### config.mk
export PLATFORM = sky130hd
export DESIGN_NAME = bif_bus_ctrl
export DESIGN_NICKNAME = d
export VERILOG_FILES = /design/src/verilog/bif_pkg.sv /design/src/verilog/bif_bus_ctrl.sv
export VERILOG_INCLUDE_DIRS = /design/src /design/src/verilog
export SDC_FILE = /design/constraint.sdc
export NUM_CORES = 1
export LEC_CHECK = 0
export BUFFER_PORTS_ARGS = -buffer_cell sky130_fd_sc_hd__buf_2
export CELL_PAD_IN_SITES_DETAIL_PLACEMENT = 1
export CELL_PAD_IN_SITES_GLOBAL_PLACEMENT = 1
export CORE_MARGIN = 2
export CORE_UTILIZATION = 44
export DETAILED_ROUTE_END_ITERATION = 12
export GPL_TIMING_DRIVEN = 0
export PLACE_DENSITY_LB_ADDON = 0.3
export RECOVER_POWER = 100
export SLEW_MARGIN = 20
export SYNTH_ARGS = -nofsm -noshare
export SYNTH_HDL_FRONTEND = slang
export SYNTH_SLANG_ARGS = --single-unit
### constraint.sdc
create_clock -name sys_clk_i -period 4.9 [get_ports sys_clk_i]
set_input_delay 0.98 -clock sys_clk_i [delete_from_list [all_inputs] [get_ports sys_clk_i]]
set_output_delay 0.98 -clock sys_clk_i [all_outputs]
set_load 0.005 [all_outputs]
### src/verilog/bif_regs.svh
/*
 Bus interface control constants: cycle division, dummy and vector
 addresses, stretch, grant and reset limits.
 Assumes one system clock that stands for the crystal timing input.
*/
`ifndef BIF_REGS_SVH
`define BIF_REGS_SVH

// ---------------------------------------------------------------
// Timing counts
// ---------------------------------------------------------------
`define BIF_QUARTERS 4
`define BIF_STRETCH_MAX_CYC 10
`define BIF_STRETCH_MAX_Q 6'd40
`define BIF_GRANT_MAX 4'd15
`define BIF_RST_MIN_Q 3'd5

// ---------------------------------------------------------------
// Addresses
// ---------------------------------------------------------------
`define BIF_DUMMY_ADDR 16'hffff
`define BIF_RST_VEC_HI 16'hfffe
`define BIF_RST_VEC_LO 16'hffff

// ---------------------------------------------------------------
// Reset values
// ---------------------------------------------------------------
`define BIF_SYNC_RST 15'h7fff
`define BIF_PH_RST 2'h3

`endif

### src/verilog/bif_pkg.sv
/*
 Types shared by the bus interface controller.
 Assumes nothing beyond a SystemVerilog compiler.
*/
package bif_pkg;
   typedef logic [15:0] bif_addr_t;
   typedef logic [7:0] bif_data_t;
   typedef enum {ST_RESET_VEC, ST_RUN, ST_GRANT_DEAD, ST_GRANT, ST_RELEASE_DEAD, ST_REFRESH, ST_HALT} bif_state_t;
endpackage

### src/verilog/bif_bus_ctrl.sv
/*
 External bus interface and processor-state control of an 8-bit core:
 enable/quadrature clock generation, address/data timing, dummy cycles,
 state code outputs, reset vector fetch, interrupt latching, slow memory
 stretch, halt and bus grant with dead cycles and self-refresh.
 Assumes sys_clk_i is the timing input; the execution core sits on the
 core_* ports on the same clock; pins pass two flip-flops.
*/
`timescale 1ns/1ps
`include "bif_regs.svh"

module bif_bus_ctrl (
   input wire logic sys_clk_i,
   input wire logic sys_rst_i,
   input wire logic reset_pin_n_i,
   input wire logic halt_n_i,
   input wire logic bus_request_in_n_i,
   input wire logic slow_memory_stretch_i,
   input wire logic nmi_n_i,
   input wire logic quick_int_req_n_i,
   input wire logic irq_n_i,
   input wire bif_pkg::bif_data_t data_i,
   output logic e_o,
   output logic q_o,
   output bif_pkg::bif_addr_t addr_o,
   output logic addr_oe_o,
   output bif_pkg::bif_data_t data_o,
   output logic data_oe_o,
   output logic rw_o,
   output logic rw_oe_o,
   output logic bus_avail_o,
   output logic proc_state_code_o,
   output logic final_cycle_marker_o,
   output logic busy_o,
   output logic next_cycle_use_o,
   input wire logic core_req_i,
   input wire bif_pkg::bif_addr_t core_addr_i,
   input wire logic core_wr_i,
   input wire bif_pkg::bif_data_t core_wdata_i,
   input wire logic core_last_i,
   input wire logic core_lock_i,
   input wire logic core_vector_i,
   input wire logic core_sync_i,
   input wire logic core_sp_loaded_i,
   input wire logic core_nmi_ack_i,
   input wire logic core_fmask_i,
   input wire logic core_imask_i,
   output logic core_step_o,
   output bif_pkg::bif_data_t core_rdata_o,
   output logic core_reset_o,
   output logic int_nmi_o,
   output logic int_quick_int_req_o,
   output logic int_irq_o
);
   import bif_pkg::*;

   // ---------------------------------------------------------------
   // Pin synchronisers
   // ---------------------------------------------------------------
   logic [14:0] sync1, sync2;
   always_ff @(posedge sys_clk_i or posedge sys_rst_i) begin
      if (sys_rst_i) begin
         sync1 <= `BIF_SYNC_RST;
         sync2 <= `BIF_SYNC_RST;
      end else begin
         sync1 <= {reset_pin_n_i, halt_n_i, bus_request_in_n_i, slow_memory_stretch_i,
                   nmi_n_i, quick_int_req_n_i, irq_n_i, data_i};
         sync2 <= sync1;
      end
   end
   logic rst_s, halt_s, breq_s, rdy_s, nmi_s, quick_int_req_s, irq_s;
   bif_data_t data_s;
   assign {rst_s, halt_s, breq_s, rdy_s, nmi_s, quick_int_req_s, irq_s, data_s} = sync2;

   // ---------------------------------------------------------------
   // Quarter phase divider and stretch
   // ---------------------------------------------------------------
   logic [1:0] ph, next_ph;
   logic [5:0] stretch_q;
   logic cur_acc, cur_wr, hold, cyc_end, q_fall, e_fall;
   bif_data_t cur_wdata;
   assign hold = (ph == 2'h2) && cur_acc && !rdy_s && (stretch_q < `BIF_STRETCH_MAX_Q);
   assign next_ph = hold ? ph : ph + 2'h1;
   assign cyc_end = (ph == 2'h3);
   assign q_fall = (ph == 2'h1);
   // Edge on which enable drops, stretch included
   assign e_fall = (ph == 2'h2) && !hold;

   always_ff @(posedge sys_clk_i or posedge sys_rst_i) begin
      if (sys_rst_i) begin
         ph <= `BIF_PH_RST;
         q_o <= 1'b0;
         e_o <= 1'b0;
         stretch_q <= 6'h0;
      end else begin
         ph <= next_ph;
         q_o <= (next_ph == 2'h0) || (next_ph == 2'h1);
         e_o <= (next_ph == 2'h1) || (next_ph == 2'h2);
         stretch_q <= cyc_end ? 6'h0 : stretch_q + {5'h0, hold};
      end
   end

   // ---------------------------------------------------------------
   // Reset pin qualification
   // ---------------------------------------------------------------
   logic [2:0] rst_cnt;
   logic int_rst;
   assign int_rst = (rst_cnt == `BIF_RST_MIN_Q);
   always_ff @(posedge sys_clk_i or posedge sys_rst_i) begin
      if (sys_rst_i) begin
         rst_cnt <= 3'h0;
      end else if (rst_s) begin
         rst_cnt <= 3'h0;
      end else if (!int_rst) begin
         rst_cnt <= rst_cnt + 3'h1;
      end
   end

   // ---------------------------------------------------------------
   // Processor state sequencing
   // ---------------------------------------------------------------
   bif_state_t st, next_st;
   logic [3:0] gcnt;
   logic vec_idx, refresh_due, breq_seen, gnt_done, cur_sync, vec_lo;
   assign gnt_done = breq_s || (gcnt == `BIF_GRANT_MAX - 4'h1);
   // Low vector byte follows a high byte fetch already on the bus
   assign vec_lo = (st == ST_RESET_VEC) && !int_rst && cur_acc;

   always_comb begin
      next_st = st;
      if (int_rst) begin
         next_st = ST_RESET_VEC;
      end else begin
         case (st)
            ST_RESET_VEC: if (vec_idx) next_st = ST_RUN;
            ST_RUN: begin
               if (breq_seen) next_st = ST_GRANT_DEAD;
               else if (!halt_s && final_cycle_marker_o) next_st = ST_HALT;
            end
            ST_GRANT_DEAD: next_st = ST_GRANT;
            ST_GRANT: if (gnt_done) next_st = ST_RELEASE_DEAD;
            ST_HALT: begin
               if (breq_seen) next_st = ST_GRANT_DEAD;
               else if (halt_s) next_st = ST_RELEASE_DEAD;
            end
            ST_RELEASE_DEAD: next_st = refresh_due ? ST_REFRESH : ST_RUN;
            default: next_st = ST_RUN;
         endcase
      end
   end

   always_ff @(posedge sys_clk_i or posedge sys_rst_i) begin
      if (sys_rst_i) begin
         st <= ST_RESET_VEC;
         vec_idx <= 1'b0;
         gcnt <= 4'h0;
         refresh_due <= 1'b0;
      end else if (cyc_end) begin
         st <= next_st;
         vec_idx <= vec_lo && !vec_idx;
         gcnt <= (next_st == ST_GRANT) ? gcnt + 4'h1 : 4'h0;
         if (st == ST_GRANT && gnt_done) refresh_due <= !breq_s;
         else if (st == ST_REFRESH) refresh_due <= 1'b0;
      end
   end

   // Bus request only counts when seen during quadrature high
   always_ff @(posedge sys_clk_i or posedge sys_rst_i) begin
      if (sys_rst_i) begin
         breq_seen <= 1'b0;
      end else if (cyc_end) begin
         breq_seen <= 1'b0;
      end else if (q_o && !breq_s) begin
         breq_seen <= 1'b1;
      end
   end

   // ---------------------------------------------------------------
   // Next bus cycle set-up
   // ---------------------------------------------------------------
   logic next_acc, next_wr, next_ba, next_bs, next_sync;
   bif_addr_t next_addr;
   always_comb begin
      next_acc = 1'b0;
      next_wr = 1'b0;
      next_ba = 1'b1;
      next_bs = 1'b1;
      next_sync = 1'b0;
      next_addr = `BIF_DUMMY_ADDR;
      case (next_st)
         ST_RESET_VEC: begin
            next_acc = !int_rst;
            next_ba = 1'b0;
            next_addr = int_rst ? `BIF_DUMMY_ADDR : (vec_lo ? `BIF_RST_VEC_LO : `BIF_RST_VEC_HI);
         end
         ST_RUN: begin
            next_sync = core_sync_i;
            next_bs = 1'b0;
            if (!core_sync_i) begin
               next_ba = 1'b0;
               next_acc = core_req_i;
               next_wr = core_req_i && core_wr_i;
               next_bs = core_req_i && core_vector_i;
               if (core_req_i) next_addr = core_addr_i;
            end
         end
         ST_RELEASE_DEAD, ST_REFRESH: begin
            next_ba = 1'b0;
            next_bs = 1'b0;
         end
         default: next_ba = 1'b1;
      endcase
   end

   always_ff @(posedge sys_clk_i or posedge sys_rst_i) begin
      if (sys_rst_i) begin
         cur_acc <= 1'b0;
         cur_wr <= 1'b0;
         cur_sync <= 1'b0;
         cur_wdata <= 8'h0;
         addr_o <= `BIF_DUMMY_ADDR;
         addr_oe_o <= 1'b0;
         data_o <= 8'h0;
         data_oe_o <= 1'b0;
         rw_o <= 1'b1;
         rw_oe_o <= 1'b0;
         bus_avail_o <= 1'b0;
         proc_state_code_o <= 1'b1;
         final_cycle_marker_o <= 1'b0;
         busy_o <= 1'b0;
      end else if (cyc_end) begin
         cur_acc <= next_acc;
         cur_wr <= next_wr;
         cur_sync <= next_sync;
         cur_wdata <= core_wdata_i;
         addr_o <= next_addr;
         addr_oe_o <= !next_ba && !bus_avail_o;
         data_o <= core_wdata_i;
         data_oe_o <= next_wr && !next_ba;
         rw_o <= !next_wr;
         rw_oe_o <= !next_ba;
         bus_avail_o <= next_ba;
         proc_state_code_o <= next_bs;
         final_cycle_marker_o <= (next_st == ST_RUN) && core_req_i && core_last_i && !core_sync_i;
         busy_o <= ((next_st == ST_RUN) && core_lock_i && !core_sync_i) ||
                   ((next_st == ST_RESET_VEC) && !int_rst && !vec_lo);
      end
   end

   // ---------------------------------------------------------------
   // Core handshake
   // ---------------------------------------------------------------
   always_ff @(posedge sys_clk_i or posedge sys_rst_i) begin
      if (sys_rst_i) begin
         core_step_o <= 1'b0;
         core_rdata_o <= 8'h0;
         core_reset_o <= 1'b1;
         next_cycle_use_o <= 1'b0;
      end else begin
         core_step_o <= cyc_end && !int_rst && ((st == ST_RESET_VEC) || (next_st == ST_RUN));
         if (e_fall && cur_acc && !cur_wr) core_rdata_o <= data_s;
         if (int_rst) core_reset_o <= 1'b1;
         else if (cyc_end && st == ST_RESET_VEC && vec_idx) core_reset_o <= 1'b0;
         next_cycle_use_o <= (st == ST_RUN) && !cur_sync && !core_sync_i && core_req_i;
      end
   end

   // ---------------------------------------------------------------
   // Interrupt sampling and recognition
   // ---------------------------------------------------------------
   logic nmi_prev, quick_int_req_smp, irq_smp, nmi_latch, nmi_armed;
   logic nmi_rec, quick_int_req_rec, irq_rec, stealing, halted, quick_int_req_win;
   assign stealing = (st == ST_GRANT_DEAD) || (st == ST_GRANT);
   assign halted = (st == ST_HALT);
   assign quick_int_req_win = quick_int_req_rec && !core_fmask_i && !nmi_rec;
   always_ff @(posedge sys_clk_i or posedge sys_rst_i) begin
      if (sys_rst_i) begin
         nmi_prev <= 1'b1;
         quick_int_req_smp <= 1'b1;
         irq_smp <= 1'b1;
         nmi_rec <= 1'b0;
         quick_int_req_rec <= 1'b0;
         irq_rec <= 1'b0;
      end else if (q_fall) begin
         nmi_prev <= nmi_s;
         if (!stealing) begin
            quick_int_req_smp <= quick_int_req_s;
            irq_smp <= irq_s;
         end
         nmi_rec <= nmi_latch;
         quick_int_req_rec <= !quick_int_req_smp;
         irq_rec <= !irq_smp;
      end
   end

   always_ff @(posedge sys_clk_i or posedge sys_rst_i) begin
      if (sys_rst_i) begin
         nmi_armed <= 1'b0;
         nmi_latch <= 1'b0;
      end else if (int_rst) begin
         nmi_armed <= 1'b0;
         nmi_latch <= 1'b0;
      end else begin
         if (core_sp_loaded_i) nmi_armed <= 1'b1;
         if (q_fall && nmi_prev && !nmi_s && nmi_armed) nmi_latch <= 1'b1;
         else if (core_nmi_ack_i) nmi_latch <= 1'b0;
      end
   end

   always_ff @(posedge sys_clk_i or posedge sys_rst_i) begin
      if (sys_rst_i) begin
         int_nmi_o <= 1'b0;
         int_quick_int_req_o <= 1'b0;
         int_irq_o <= 1'b0;
      end else begin
         int_nmi_o <= nmi_rec && !halted && !core_reset_o;
         int_quick_int_req_o <= quick_int_req_win && !halted && !core_reset_o;
         int_irq_o <= irq_rec && !core_imask_i && !quick_int_req_win && !nmi_rec && !halted && !core_reset_o;
      end
   end
endmodule

==> After elaboration in Yosys (flattened, before gate mapping) <==
Cells that the tools add are included.
{ "word_totals": {"ff_bits": 139, "in_bits": 51, "wordCells": 194} }
{ "classes": {"n_addsub": 4, "n_lt_le_gt_ge": 1, "eq_ne": 23, "muxes": 39, "bitwise_logic": 1, "reduce_logical": 86} }
{ "op_table": {"columns": ["operator", "count"], "rows": [
  ["32-bit by 3-bit equality test with 1-bit output, second input constant", 7],
  ["32-bit two-way mux", 7],
  ["32-bit case mux with 6 select lines", 1],
  ["32-bit by 2-bit equality test with 1-bit output, second input constant", 4],
  ["32-bit logical NOT", 4],
  ["32-bit by 1-bit equality test with 1-bit output, second input constant", 2],
  ["32-bit by 4-bit equality test with 1-bit output, second input constant", 2],
  ["1-bit logical AND", 44],
  ["16-bit two-way mux", 2],
  ["16-bit case mux with 2 select lines", 1],
  ["1-bit logical NOT", 22],
  ["1-bit two-way mux", 19],
  ["3-bit two-way mux", 3],
  ["2-bit nonzero test", 4],
  ["6-bit by 1-bit adder with 6-bit output", 1],
  ["2-bit equality test, second input constant", 3],
  ["1-bit logical OR", 6],
  ["6-bit < comparator, second input constant", 1],
  ["6-bit two-way mux", 1],
  ["1-bit case mux with 2 select lines", 3],
  ["4-bit by 1-bit adder with 4-bit output, second input constant", 1],
  ["2-bit by 1-bit equality test with 1-bit output, second input constant", 2],
  ["4-bit equality test, second input constant", 1],
  ["4-bit two-way mux", 1],
  ["11 further kinds", 12]
]} }

==> Logic depth before layout (Yosys ltp) <==
Gate-level depths: netlist of run 1.
{ "depth": {"depth_word": 11, "mapped_depth": 9, "ltp_nobuf": 9} }

==> Least setup slack after synthesis of run 1 <==
OpenSTA, ideal clock, no wires.
{ "synth_path": {"path_type": "register to register", "startpoint": "register st[3]", "endpoint": "register addr_o[10]", "t_arrival_ps": 2161, "required_time_ps": 4839, "slack_ps": 2679, "path_stages_with_launch": 8, "path_buffers": 2, "synth_period_minus_slack_ps": 2221, "path_cell_list": "dfrtp_1 buf_6 or4_4 or4_4 a221o_2 nand4_4 buf_6 o22a_1"} }
{ "synth_via": {"elab_chain_len": 6, "elab_cells_between_ends": 17, "classes_between": "eq/ne (6); mux (9); reduce/logical (2)"} }
{ "synth_rtl": {"columns": ["item", "line", "rtl"], "rows": [
  ["from (decl)", "bif_bus_ctrl.sv:122", "bif_state_t st, next_st;"],
  ["from (signal assigned)", "bif_bus_ctrl.sv:159", "st <= next_st;"],
  ["parallel branches: the longest is 2 deep, another holds 32-bit by 3-bit equality test with 1-bit output", null, null],
  ["32-bit case mux with 6 select lines (*)", "bif_bus_ctrl.sv:134", "case (st)"],
  ["32-bit two-way mux (*)", "bif_bus_ctrl.sv:131", "if (int_rst) begin"],
  ["32-bit by 1-bit equality test with 1-bit output / 32-bit logical NOT (equally long branches)", "bif_bus_ctrl.sv:190", "case (next_st)"],
  ["16-bit case mux with 2 select lines (*)", "bif_bus_ctrl.sv:190", null],
  ["to (signal assigned)", "bif_bus_ctrl.sv:221", "addr_o <= `BIF_DUMMY_ADDR;"],
  ["to (signal assigned)", "bif_bus_ctrl.sv:236", "addr_o <= next_addr;"],
  ["to (decl)", "bif_bus_ctrl.sv:25", "output bif_pkg::bif_addr_t addr_o,"]
]} }
Mark *: on every way between the ends.
A chain may end at the register's enable or synchronous reset.

==> Worst setup path in the final report of run 1 <==
{ "layout_path": {"startpoint": "register st[3]", "endpoint": "register gcnt[2]"} }
{ "layout_via": {"elab_chain_len": 6, "elab_cells_between_ends": 16, "classes_between": "eq/ne (6); mux (9); reduce/logical (1)"} }
{ "layout_rtl": {"columns": ["item", "line", "rtl"], "rows": [
  ["parallel branches: the longest is 2 deep, another holds 32-bit by 3-bit equality test with 1-bit output", null, null],
  ["32-bit case mux with 6 select lines (*)", "bif_bus_ctrl.sv:134", null],
  ["32-bit two-way mux (*)", "bif_bus_ctrl.sv:131", null],
  ["32-bit by 3-bit equality test with 1-bit output (*)", "bif_bus_ctrl.sv:161", "gcnt <= (next_st == ST_GRANT) ? gcnt + 4'h1 : 4'h0;"],
  ["4-bit two-way mux (*)", "bif_bus_ctrl.sv:161", null],
  ["to (signal assigned)", "bif_bus_ctrl.sv:161", null],
  ["to (decl)", "bif_bus_ctrl.sv:123", "logic [3:0] gcnt;"]
]} }
Marked as above.

==> out/qor.yml, run 1 <==
sta:
  slew_violations: 73
  max_freq_mhz: 295.0
  rsz0062_at_grt: "false"
  clock_skew_ns: 0.008995
  hold_viol: 0
  fin_crit_ns: 3.390
  setup_ws_ns: 1.510
  setup_viol: 0
  tightest_slew_ns: 2.722
  relSlewSlack_pct: -82.47
  period_share_pct: 69.19
  fin_hold_ws_ns: 0.3559
  setup_tns_ns: 0
critical_path:
  crit_fanout: 10
  critPathKind: "reg -> reg"
  startpoint_type: "register"
  critPathRequiredTime_ns: 5.26
  cp-endpoint: "gcnt[2]"
  reg2reg_from: "st[3]"
  r2r_slack_ns: 1.51
  r2r_cells: 7
  cp.arrival_ns: 3.75
  r2r_end: "gcnt[2]"
  worstSetupEndpointType: "register"
  setup.worst_path.start: "st[3]"
cts:
  ctsResizeCount: 0
  clkTransAtPathRegs_ns: 0.06
  hold_buffers: 0
  worstSkewPairLatency_ns: 0.43
  cts_tree: "built"
  clock_sinks: 139
  htreeDepth: 4
  cts_root_buf: "clkbuf_16"
  cts_buffer_depth: 2
  cts_setup_buffers: 0
  cts_inserted_buffers: 17
detailed_routing:
  num_vias: 3609
  wl_per_cell_microns: 18.49
  ant_nets: 0
  routed_wl_microns: 12560
  firstDrtPassIters: 4
  drcViolationCount: 0
  vias_per_cell: 5.315
  first_iter_violations: 148
pwr:
  p_sw_mw: 1.386
  pwr-share-comb_pct: 28.0
  ir_worst_vdd_mv: 0.3861
  p_leak_nw: 3.012
  power_per_cell_area_nw_per_um2: 626.6
  intPower_mw: 2.788
  seqPwrFrac_pct: 38.3
  clock_power_share_pct: 33.7
  switching_share_pct: 33.20
die:
  die_w_microns: 114.5
  io_pins: 99
  start_util_pct: 44.95
  num_rows: 40
  core_sq_um: 11960
  dieArea_sq_um: 13120
  die_y_microns: 114.5
place:
  portBuffers: 98
  dp_hpwl_microns: 8100
  gp_congestion: 0.8901
  place_inst: 647
  place_ws_ns: 2.316
grt:
  grt_max_degree: 79
  grt_pass1_wl_microns: 20510
  grt_pass1_vias: 3965
  track_usage_pct: 20.87
  grt_antenna_before_repair: 0
  grt.overflow.total: 0
final_layout:
  drive_above_1_share_pct: 34.21
  multi_input_area_sq_um: 1620
  num_antenna_cells: 0
  area.sequential_sq_um: 3546
  final_nets: 579
  final_cells: 679
  n_fill_cell: 1245
  syn2layout_area_growth_pct: 23.90
synthesis:
  synth.avg_cell_area_sq_um: 13.41
  synth_flop_cell: "dfrtp_1"
  synth_nets: 461
  synthCells: 401
  synth_seq_cells: 139
  ys_async_sr_fraction_pct: 100.0
  ys_types: 55
  synthesis.area_sq_um: 5376
  yosysWarningCount: 0
  synth-edff-count: 0
  seq_area_frac_synth_pct: 65.95
outcome:
  violations: "capacitance limit, slew limit"
  status: "finished with violations"
flow_run:
  drv_cap: 2
min_path:
  min_path_type: "reg -> reg"
## per-stage QoR
step                util (%)  total power [mW]  area, sq um
floorplan                  -             2.369         5376
global placement       50.59             2.748         6051
detailed placement     50.88             2.807         6086
CTS                    56.30             4.261         6734
global route           55.69             4.422         6661
finish                 55.69             4.174         6661
## registers in the layout, summed over array words and instances, names as in the netlist, 2 cells and up
signal        count
rst_cnt           3
sync2            15
ph                2
gcnt              4
stretch_q         6
data_o            8
core_rdata_o      8
st               32
addr_o           16
sync1            15
## area by class of cell
class                           instances  area share (%)
Clock buffer                           18           6.762
Multi-Input combinational cell        223           24.32
Timing Repair Buffer                   99           7.288
Buffer                                 19           1.521
Clock inverter                         14           2.968
Sequential cell                       139           53.23
Tap cell                              147           2.761
Inverter                               20           1.146
## worst min-delay path by stage
stage / from / to / slack, ns / cells past startpoint
final: sync1[10] / sync2[10] / 0.36 / 0
after global routing: sync1[7] / sync2[7] / 0.36 / 0
after CTS: sync1[10] / sync2[10] / 0.36 / 0
after detailed placement: sync1[10] / sync2[10] / 0.35 / 0
after global placement: sync1[6] / sync2[6] / 0.35 / 0
after floorplan: sync1[0] / sync2[0] / 0.35 / 0
## power by group through the flow
stage	logic [mW]	clock network (mW)	registers [mW]
final	1.17	1.40	1.60
after global routing	1.31	1.48	1.63
after CTS	1.22	1.43	1.61
after detailed placement	1.19	0	1.62
after global placement	1.15	0	1.60
after floorplan	0.766	0	1.60
## cell families after synthesis
family,Yosys count,synth area share (%)
DFF,139,65.95
and+or+nand+nor,116,12.43
AOI/OAI and AO/OA,68,10.38
buffers and inverters,39,3.281
muxes,23,4.724
adders and majority gates,9,2.095
xor gates and xnor gates,7,1.140
## cell usage in the layout (no fill, tap or decap), types with 9 or more instances in the layout
cell	instances
a21oi_1	9
inv_1	19
ha_1	9
buf_2	72
dfstp_2	44
dfstp_1	10
dfrtp_1	85
clkbuf_1	41
nor4_1	9
mux2_2	18
nor2_1	15
nand2_1	21
clkbuf_16	18
nor2b_1	35
o22a_1	12
## synth_stat cells, drive strengths merged (2+ instances only)
| cell type | count | area [sq um] |
|---|---|---|
| nand2b | 5 | 31.28 |
| nand4 | 6 | 52.55 |
| a211oi | 2 | 15.01 |
| nand2 | 21 | 78.83 |
| buf | 8 | 60.05 |
| o31ai | 6 | 50.05 |
| nor2 | 15 | 56.30 |
| nor2b | 35 | 219.0 |
| a21o | 2 | 15.01 |
| a21oi | 9 | 45.04 |
| ha | 9 | 112.6 |
| o21ai | 4 | 20.02 |
| inv | 20 | 75.07 |
| or4 | 2 | 22.52 |
| nor3b | 2 | 15.01 |
| a31oi | 2 | 12.51 |
| o22a | 16 | 145.1 |
| o2bb2ai | 5 | 43.79 |
| dfrtp | 85 | 2127 |
| nand4b | 2 | 17.52 |
| o2111ai | 2 | 35.04 |
| mux2 | 19 | 214.0 |
| a22o | 2 | 17.52 |
| nor3 | 6 | 30.03 |
| o221a | 2 | 22.52 |
| o21a | 4 | 30.03 |
| and3 | 2 | 12.51 |
| nor4 | 9 | 71.32 |
| mux2i | 4 | 40.04 |
| clkbuf | 11 | 41.29 |
| dfstp | 54 | 1419 |
| nand3 | 8 | 40.04 |
| xnor2 | 5 | 43.79 |
| xor2 | 2 | 17.52 |
## worst max-delay path, stage by stage (launching register included)
cell and delay (ns):
dfrtp_1 0.38, buf_6 0.14, or4_4 0.53, nor4_1 1.30, o2111ai_4 0.31, buf_6 0.26
nor3_1 0.24, a22o_1 0.18
## per-layer routing
metal | vias up | global-route usage, % | wire [microns]
li1 | 1648 | - | -
met1 | 1840 | 25.24 | 5285
met2 | 96 | 34.28 | 6362
met3 | 25 | 6.723 | 586
met4 | 0 | 9.187 | 321
met5 | - | 0 | 0
No activity file was read; power rests on OpenSTA's default activity.
==> run 2: changes to the inputs <==
==> constraint.sdc (replaced) <==
create_clock -name sys_clk_i -period 3.49 [get_ports sys_clk_i]
set_input_delay 0.698 -clock sys_clk_i [delete_from_list [all_inputs] [get_ports sys_clk_i]]
set_output_delay 0.698 -clock sys_clk_i [all_outputs]
set_load 0.005 [all_outputs]
==> run 2 against run 1 <==
The run still ends with capacitance limit, slew limit left. Count of clock-buffer cells in the layout rose by 7. Maximum frequency grew 15%. Core utilization decreased by 0.28 points. Clock skew increased by 0.0023 ns. Flip-flop and latch count unchanged. Global-route usage is 0.56 points higher. Combinational power up 37%.
==> out/qor.yml, run 2 (synthesis results as in run 1) <==
outcome:
  status: "finished with violations"
  violations: "capacitance limit, slew limit"
die:
  io_pins: 99  # unchanged
  die_y_microns: 114.5  # unchanged
  die_w_microns: 114.5  # unchanged
  core_sq_um: 11960  # unchanged
  start_util_pct: 44.95  # unchanged
  num_rows: 40  # unchanged
  dieArea_sq_um: 13120  # unchanged
sta:
  tightest_slew_ns: 1.934  # -0.7877 ns
  relSlewSlack_pct: -28.95  # +54 points
  clock_skew_ns: 0.01127  # +0.002279 ns
  setup_tns_ns: 0  # unchanged
  slew_violations: 33  # -55%
  fin_crit_ns: 2.941  # -0.4490 ns
  period_share_pct: 84.28  # +15 points
  setup_viol: 0  # unchanged
  rsz0062_at_grt: "false"
  max_freq_mhz: 340.0  # +15%
  hold_viol: 0  # unchanged
final_layout:
  final_cells: 682  # +0.44%
  final_nets: 582  # +0.52%
  regMostFlops: "st"
  largest_reg_flops: 32  # unchanged
  final_common_cell: "dfrtp_1"
  drive_above_1_share_pct: 34.02  # -0.19 points
  final_cell_mix: "dfrtp_1, buf_2, clkbuf_1, dfstp_2, nor2b_1"
  final_core_util_pct: 55.41  # -0.28 points
  num_antenna_cells: 0  # unchanged
  syn2layout_area_growth_pct: 23.27
  reg.largest.list: "st (32), addr_o (16)"
cts:
  cts_tree: "built"
  htreeDepth: 4  # unchanged
  cts_inserted_buffers: 17  # unchanged
  hold_buffers: 0  # unchanged
  clock_sinks: 139  # unchanged
  worstSkewPairLatency_ns: 0.42  # about the same
  cts_root_buf: "clkbuf_16"
  cts_buffer_depth: 2  # unchanged
  cts_setup_buffers: 0  # unchanged
  ctsResizeCount: 0  # unchanged
  clkTransAtPathRegs_ns: 0.06  # about the same
pwr:
  clock_power_share_pct: 32.1  # -1.6 points
  ir_worst_vdd_mv: 0.4307  # +12%
  intPower_mw: 3.835  # +38%
  p_leak_nw: 3.004  # -0.29%
  pwr-share-comb_pct: 28.2  # +0.2 points
  power_per_cell_area_nw_per_um2: 855.7  # +37%
  p_sw_mw: 1.836  # +32%
  seqPwrFrac_pct: 39.7  # +1.4 points
  switching_share_pct: 32.38  # -0.82 points
critical_path:
  crit_fanout: 10  # unchanged
  cp.arrival_ns: 3.20  # -0.55 ns
  worstSetupEndpointType: "register"
  critPathKind: "reg -> reg"
  critPathRequiredTime_ns: 3.75  # -1.51 ns
  startpoint_type: "register"
detailed_routing:
  drcViolationCount: 0  # unchanged
  wirelength_met1_microns: 5400  # +2.2%
  wl_per_cell_microns: 18.81  # +1.7%
  num_vias: 3609  # unchanged
  ant_nets: 0  # unchanged
  dr.max_layer_used: "met4"
  firstDrtPassIters: 4  # unchanged
  wl_met3_microns: 414  # -29%
  first_iter_violations: 155  # +4.7%
  routed_wl_microns: 12830  # +2.2%
  vias_per_cell: 5.292  # -0.44%
  route.met2.wl_microns: 6810  # +7.0%
place:
  place_inst: 650  # +0.46%
  gp_congestion: 0.8720  # -2.0%
  portBuffers: 98  # unchanged
  dp_hpwl_microns: 8607  # +6.3%
grt:
  grt_antenna_before_repair: 0  # unchanged
  track_usage_pct: 21.43  # +0.56 points
  grt_max_degree: 36  # -54%
  grt_pass1_vias: 4154  # +4.8%
  grt_pass1_wl_microns: 21020  # +2.5%
  grt.overflow.total: 0  # unchanged
flow_run:
  drv_cap: 1  # -1
min_path:
  min_path_type: "in -> async"
run 2: cell count changes in the layout (fill, tap and decap cells not counted), sizes merged:
cell | before | now
clkbuf | 59 | 66
inv | 28 | 21
buf | 77 | 80
bufinv | 3 | 1
clkinv | 1 | 3
run 2: power groups by stage:
stage	Combinational, mW	Clock, mW	Sequential, mW
3_3_place_gp	1.61	0	2.25
6_report	1.60	1.82	2.25
4_1_cts	1.73	1.87	2.27
3_5_place_dp	1.69	0	2.28
5_1_grt	1.78	1.94	2.30
2_1_floorplan	1.08	0	2.25
run 2: metrics by stage:
stage / instance area [sq um] / setup slack, ns / hold slack, ns / total power [mW]
3_3_place_gp: 6055 / 0.3359 / 0.3457 / 3.864
2_1_floorplan: 5380 / 1.101 / 0.3452 / 3.327
3_5_place_dp: 6140 / 0.8367 / 0.3475 / 3.965
5_1_grt: 6628 / 0.3620 / 0.2796 / 6.017
4_1_cts: 6753 / 0.7136 / 0.2229 / 5.862
6_report: 6628 / 0.5486 / 0.2659 / 5.671
run 2: layer usage:
layer  up-vias  GRT usage [%]
li1       1646              -
met1      1867          25.22
met2        78          36.65
met3        18          6.458
met4         0          8.699
met5         -              0
run 2: worst max-delay path, cell delays in order, from the launching register on:
cell,delay [ns]
dfrtp_1,0.39
nor4_1,0.32
nand4_1,0.27
or4_1,0.65
a221o_2,0.39
nand4_1,0.14
clkbuf_1,0.46
nand3_1,0.15
run 2: final cells by class:
type | instances | area, sq um
Tap cell | 147 | 183.9
Timing Repair Buffer | 102 | 511.7
Sequential cell | 139 | 3546
Clock buffer | 25 | 539.3
Multi-Input combinational cell | 223 | 1618
Buffer | 19 | 78.83
Fill cell | 1242 | 5334
Clock inverter | 7 | 73.82
Inverter | 20 | 76.32
run 2: final timing paths:
| check | start | endpoint | slack, ns | depth (start not counted) |
|---|---|---|---|---|
| worst max-delay path | st[4] | cur_acc | 0.55 | 7 |
| worst min-delay path | sys_rst_i | core_rdata_o[0] | 0.27 | 2 |
| worst max register to register | st[4] | cur_acc | 0.55 | 7 |
| worst min register to register | sync1[10] | sync2[10] | 0.35 | 0 |
| max in group asynchronous | sys_rst_i | rst_cnt[0] | 1.09 | 3 |
| min in group sys_clk_i | sync1[10] | sync2[10] | 0.35 | 0 |
==> run 3: changes to the inputs <==
--- a/config.mk
+++ b/config.mk
@@ -10,7 +10,7 @@
 export CELL_PAD_IN_SITES_DETAIL_PLACEMENT = 1
 export CELL_PAD_IN_SITES_GLOBAL_PLACEMENT = 1
 export CORE_MARGIN = 2
-export CORE_UTILIZATION = 44
+export CORE_UTILIZATION = 40
 export DETAILED_ROUTE_END_ITERATION = 12
 export GPL_TIMING_DRIVEN = 0
 export PLACE_DENSITY_LB_ADDON = 0.3
==> constraint.sdc (replaced) <==
create_clock -name sys_clk_i -period 2.7 [get_ports sys_clk_i]
set_input_delay 0.54 -clock sys_clk_i [delete_from_list [all_inputs] [get_ports sys_clk_i]]
set_output_delay 0.54 -clock sys_clk_i [all_outputs]
set_load 0.005 [all_outputs]
==> run 3 against run 2 <==
The run now ends clean. First-iteration DRC count fell by 27%. Sequential power up 29%. Register-to-register slack got worse by 0.43 ns. Highest routed layer unchanged.
==> out/qor.yml, run 3 (synthesis results as in run 1) <==
die:
  start_util_pct: 40.76  # -4.2 points
  num_rows: 42  # +5.0%
  io_pins: 99  # unchanged
  core_sq_um: 13190  # +10%
  die_w_microns: 119.9  # +4.7%
  die_y_microns: 119.9  # +4.7%
  dieArea_sq_um: 14380  # +9.6%
final_layout:
  drive_above_1_share_pct: 34.44  # +0.43 points
  final_cell_mix: "dfrtp_1, buf_2, clkbuf_1"
  reg.largest.list: "st (32), addr_o (16)"
  final_nets: 587  # +0.86%
  final_common_cell: "dfrtp_1"
  final_cells: 716  # +5.0%
  syn2layout_area_growth_pct: 24.76
  largest_reg_flops: 32  # unchanged
  num_antenna_cells: 0  # unchanged
  regMostFlops: "st"
grt:
  grt.overflow.total: 0  # unchanged
  grt_max_degree: 29  # -19%
  grt_pass1_vias: 3941  # -5.1%
  track_usage_pct: 18.49  # -2.9 points
  grt_pass1_wl_microns: 20200  # -3.9%
  grt_antenna_before_repair: 0  # unchanged
outcome:
  status: "finished clean"
cts:
  cts_buffer_depth: 2  # unchanged
  worstSkewPairLatency_ns: 0.42  # about the same
  htreeDepth: 4  # unchanged
  cts_root_buf: "clkbuf_16"
  clkTransAtPathRegs_ns: 0.06  # about the same
  cts_inserted_buffers: 17  # unchanged
  clock_sinks: 139  # unchanged
  ctsResizeCount: 0  # unchanged
  hold_buffers: 0  # unchanged
  cts_tree: "built"
detailed_routing:
  num_vias: 3590  # -0.53%
  wl_per_cell_microns: 17.01  # -9.5%
  routed_wl_microns: 12180  # -5.0%
  first_iter_violations: 113  # -27%
  firstDrtPassIters: 4  # unchanged
  drcViolationCount: 0  # unchanged
  ant_nets: 0  # unchanged
  vias_per_cell: 5.014  # -5.3%
place:
  place_ws_ns: 0.06664  # -0.7701 ns
  portBuffers: 98  # unchanged
  gp_congestion: 0.7964  # -8.7%
  place_inst: 680  # +4.6%
  dp_hpwl_microns: 8787  # +2.1%
sta:
  max_freq_mhz: 386.9  # +14%
  fin_crit_ns: 2.585  # -0.3568 ns
  setup_viol: 0  # unchanged
  setup_ws_ns: 0.1155  # -0.4332 ns
  fin_hold_ws_ns: 0.2129  # -0.05299 ns
  tightest_slew_ns: 1.464  # -0.4701 ns
  hold_viol: 0  # unchanged
  period_share_pct: 95.72  # +11 points
  rsz0062_at_grt: "false"
  relSlewSlack_pct: 2.388  # +31 points
  clock_skew_ns: 0.01181  # +0.0005400 ns
  slew_violations: 0  # -100%
critical_path:
  critPathKind: "reg -> reg"
  r2r_cells: 8  # +1
  worstSetupEndpointType: "register"
  startpoint_type: "register"
  setup.worst_path.start: "st[3]"
  reg2reg_from: "st[3]"
  critPathRequiredTime_ns: 3.05  # -0.70 ns
  cp.arrival_ns: 2.94  # -0.26 ns
  crit_fanout: 10  # unchanged
  r2r_slack_ns: 0.12  # -0.43 ns
min_path:
  min_from: "data_i[4]"
  hold_path_depth: 1
  min_path_type: "in -> reg"
pwr:
  ir_worst_vdd_mv: 0.6169  # +43%
  p_leak_nw: 3.020  # +0.54%
  p_total_mw: 7.196  # +27%
  power_per_cell_area_nw_per_um2: 1073  # +25%
flow_run:
  drv_cap: 0  # -1
run 3: path summary, 6_finish.rpt:
path | to
worst min-delay path | sync1[4]
worst max register to register | gcnt[2]
worst max-delay path | gcnt[2]
min in group asynchronous | core_rdata_o[3]
max in group asynchronous | sync2[14]
worst min register to register | sync2[8]
run 3: routing by layer:
layer / wire (microns) / vias up / GRT usage (%)
li1: - / 1664 / -
met1: 5309 / 1842 / 22.96
met2: 6285 / 71 / 30.79
met3: 423 / 13 / 4.943
met4: 163 / 0 / 7.206
met5: 0 / - / 0
run 3: metrics by stage:
stage / setup TNS, ns / area [sq um] / utilization (%)
2_1_floorplan: 0 / 5380 / -
3_3_place_gp: -27.36 / 6091 / 46.18
3_5_place_dp: 0 / 6218 / 47.14
4_1_cts: 0 / 6789 / 51.47
5_1_grt: 0 / 6708 / 50.85
6_report: 0 / 6708 / 50.85
run 3: power by group:
group	internal [mW]	total [mW]	switching [mW]
registers	2.63	2.90	0.269
logic	0.871	2.10	1.23
clock network	1.38	2.20	0.819
total	4.88	7.20	2.31
run 3: cell type report:
cell class                      count  area [sq um]
Buffer                             19         101.3
Clock inverter                      6         61.31
Multi-Input combinational cell    223          1642
Sequential cell                   139          3546
Fill cell                        1380          6482
Clock buffer                       26         509.2
Timing Repair Buffer              107         551.8
Inverter                           20         76.32
Tap cell                          176         220.2
run 3: repair_timing:
| action | CTS | global route |
|---|---|---|
| buffers inserted | 0 | 4 |
| pin swaps | 1 | 1 |
| endpoints found under the setup margin | 3 | 9 |
run 3: worst max-delay path: stages, from the launching register on:
cell,delay [ns]
dfrtp_1,0.39
buf_6,0.14
or4_4,0.55
nor4_4,0.21
clkbuf_1,0.28
o2111ai_1,0.30
buf_6,0.24
o31ai_1,0.23
a22o_1,0.18
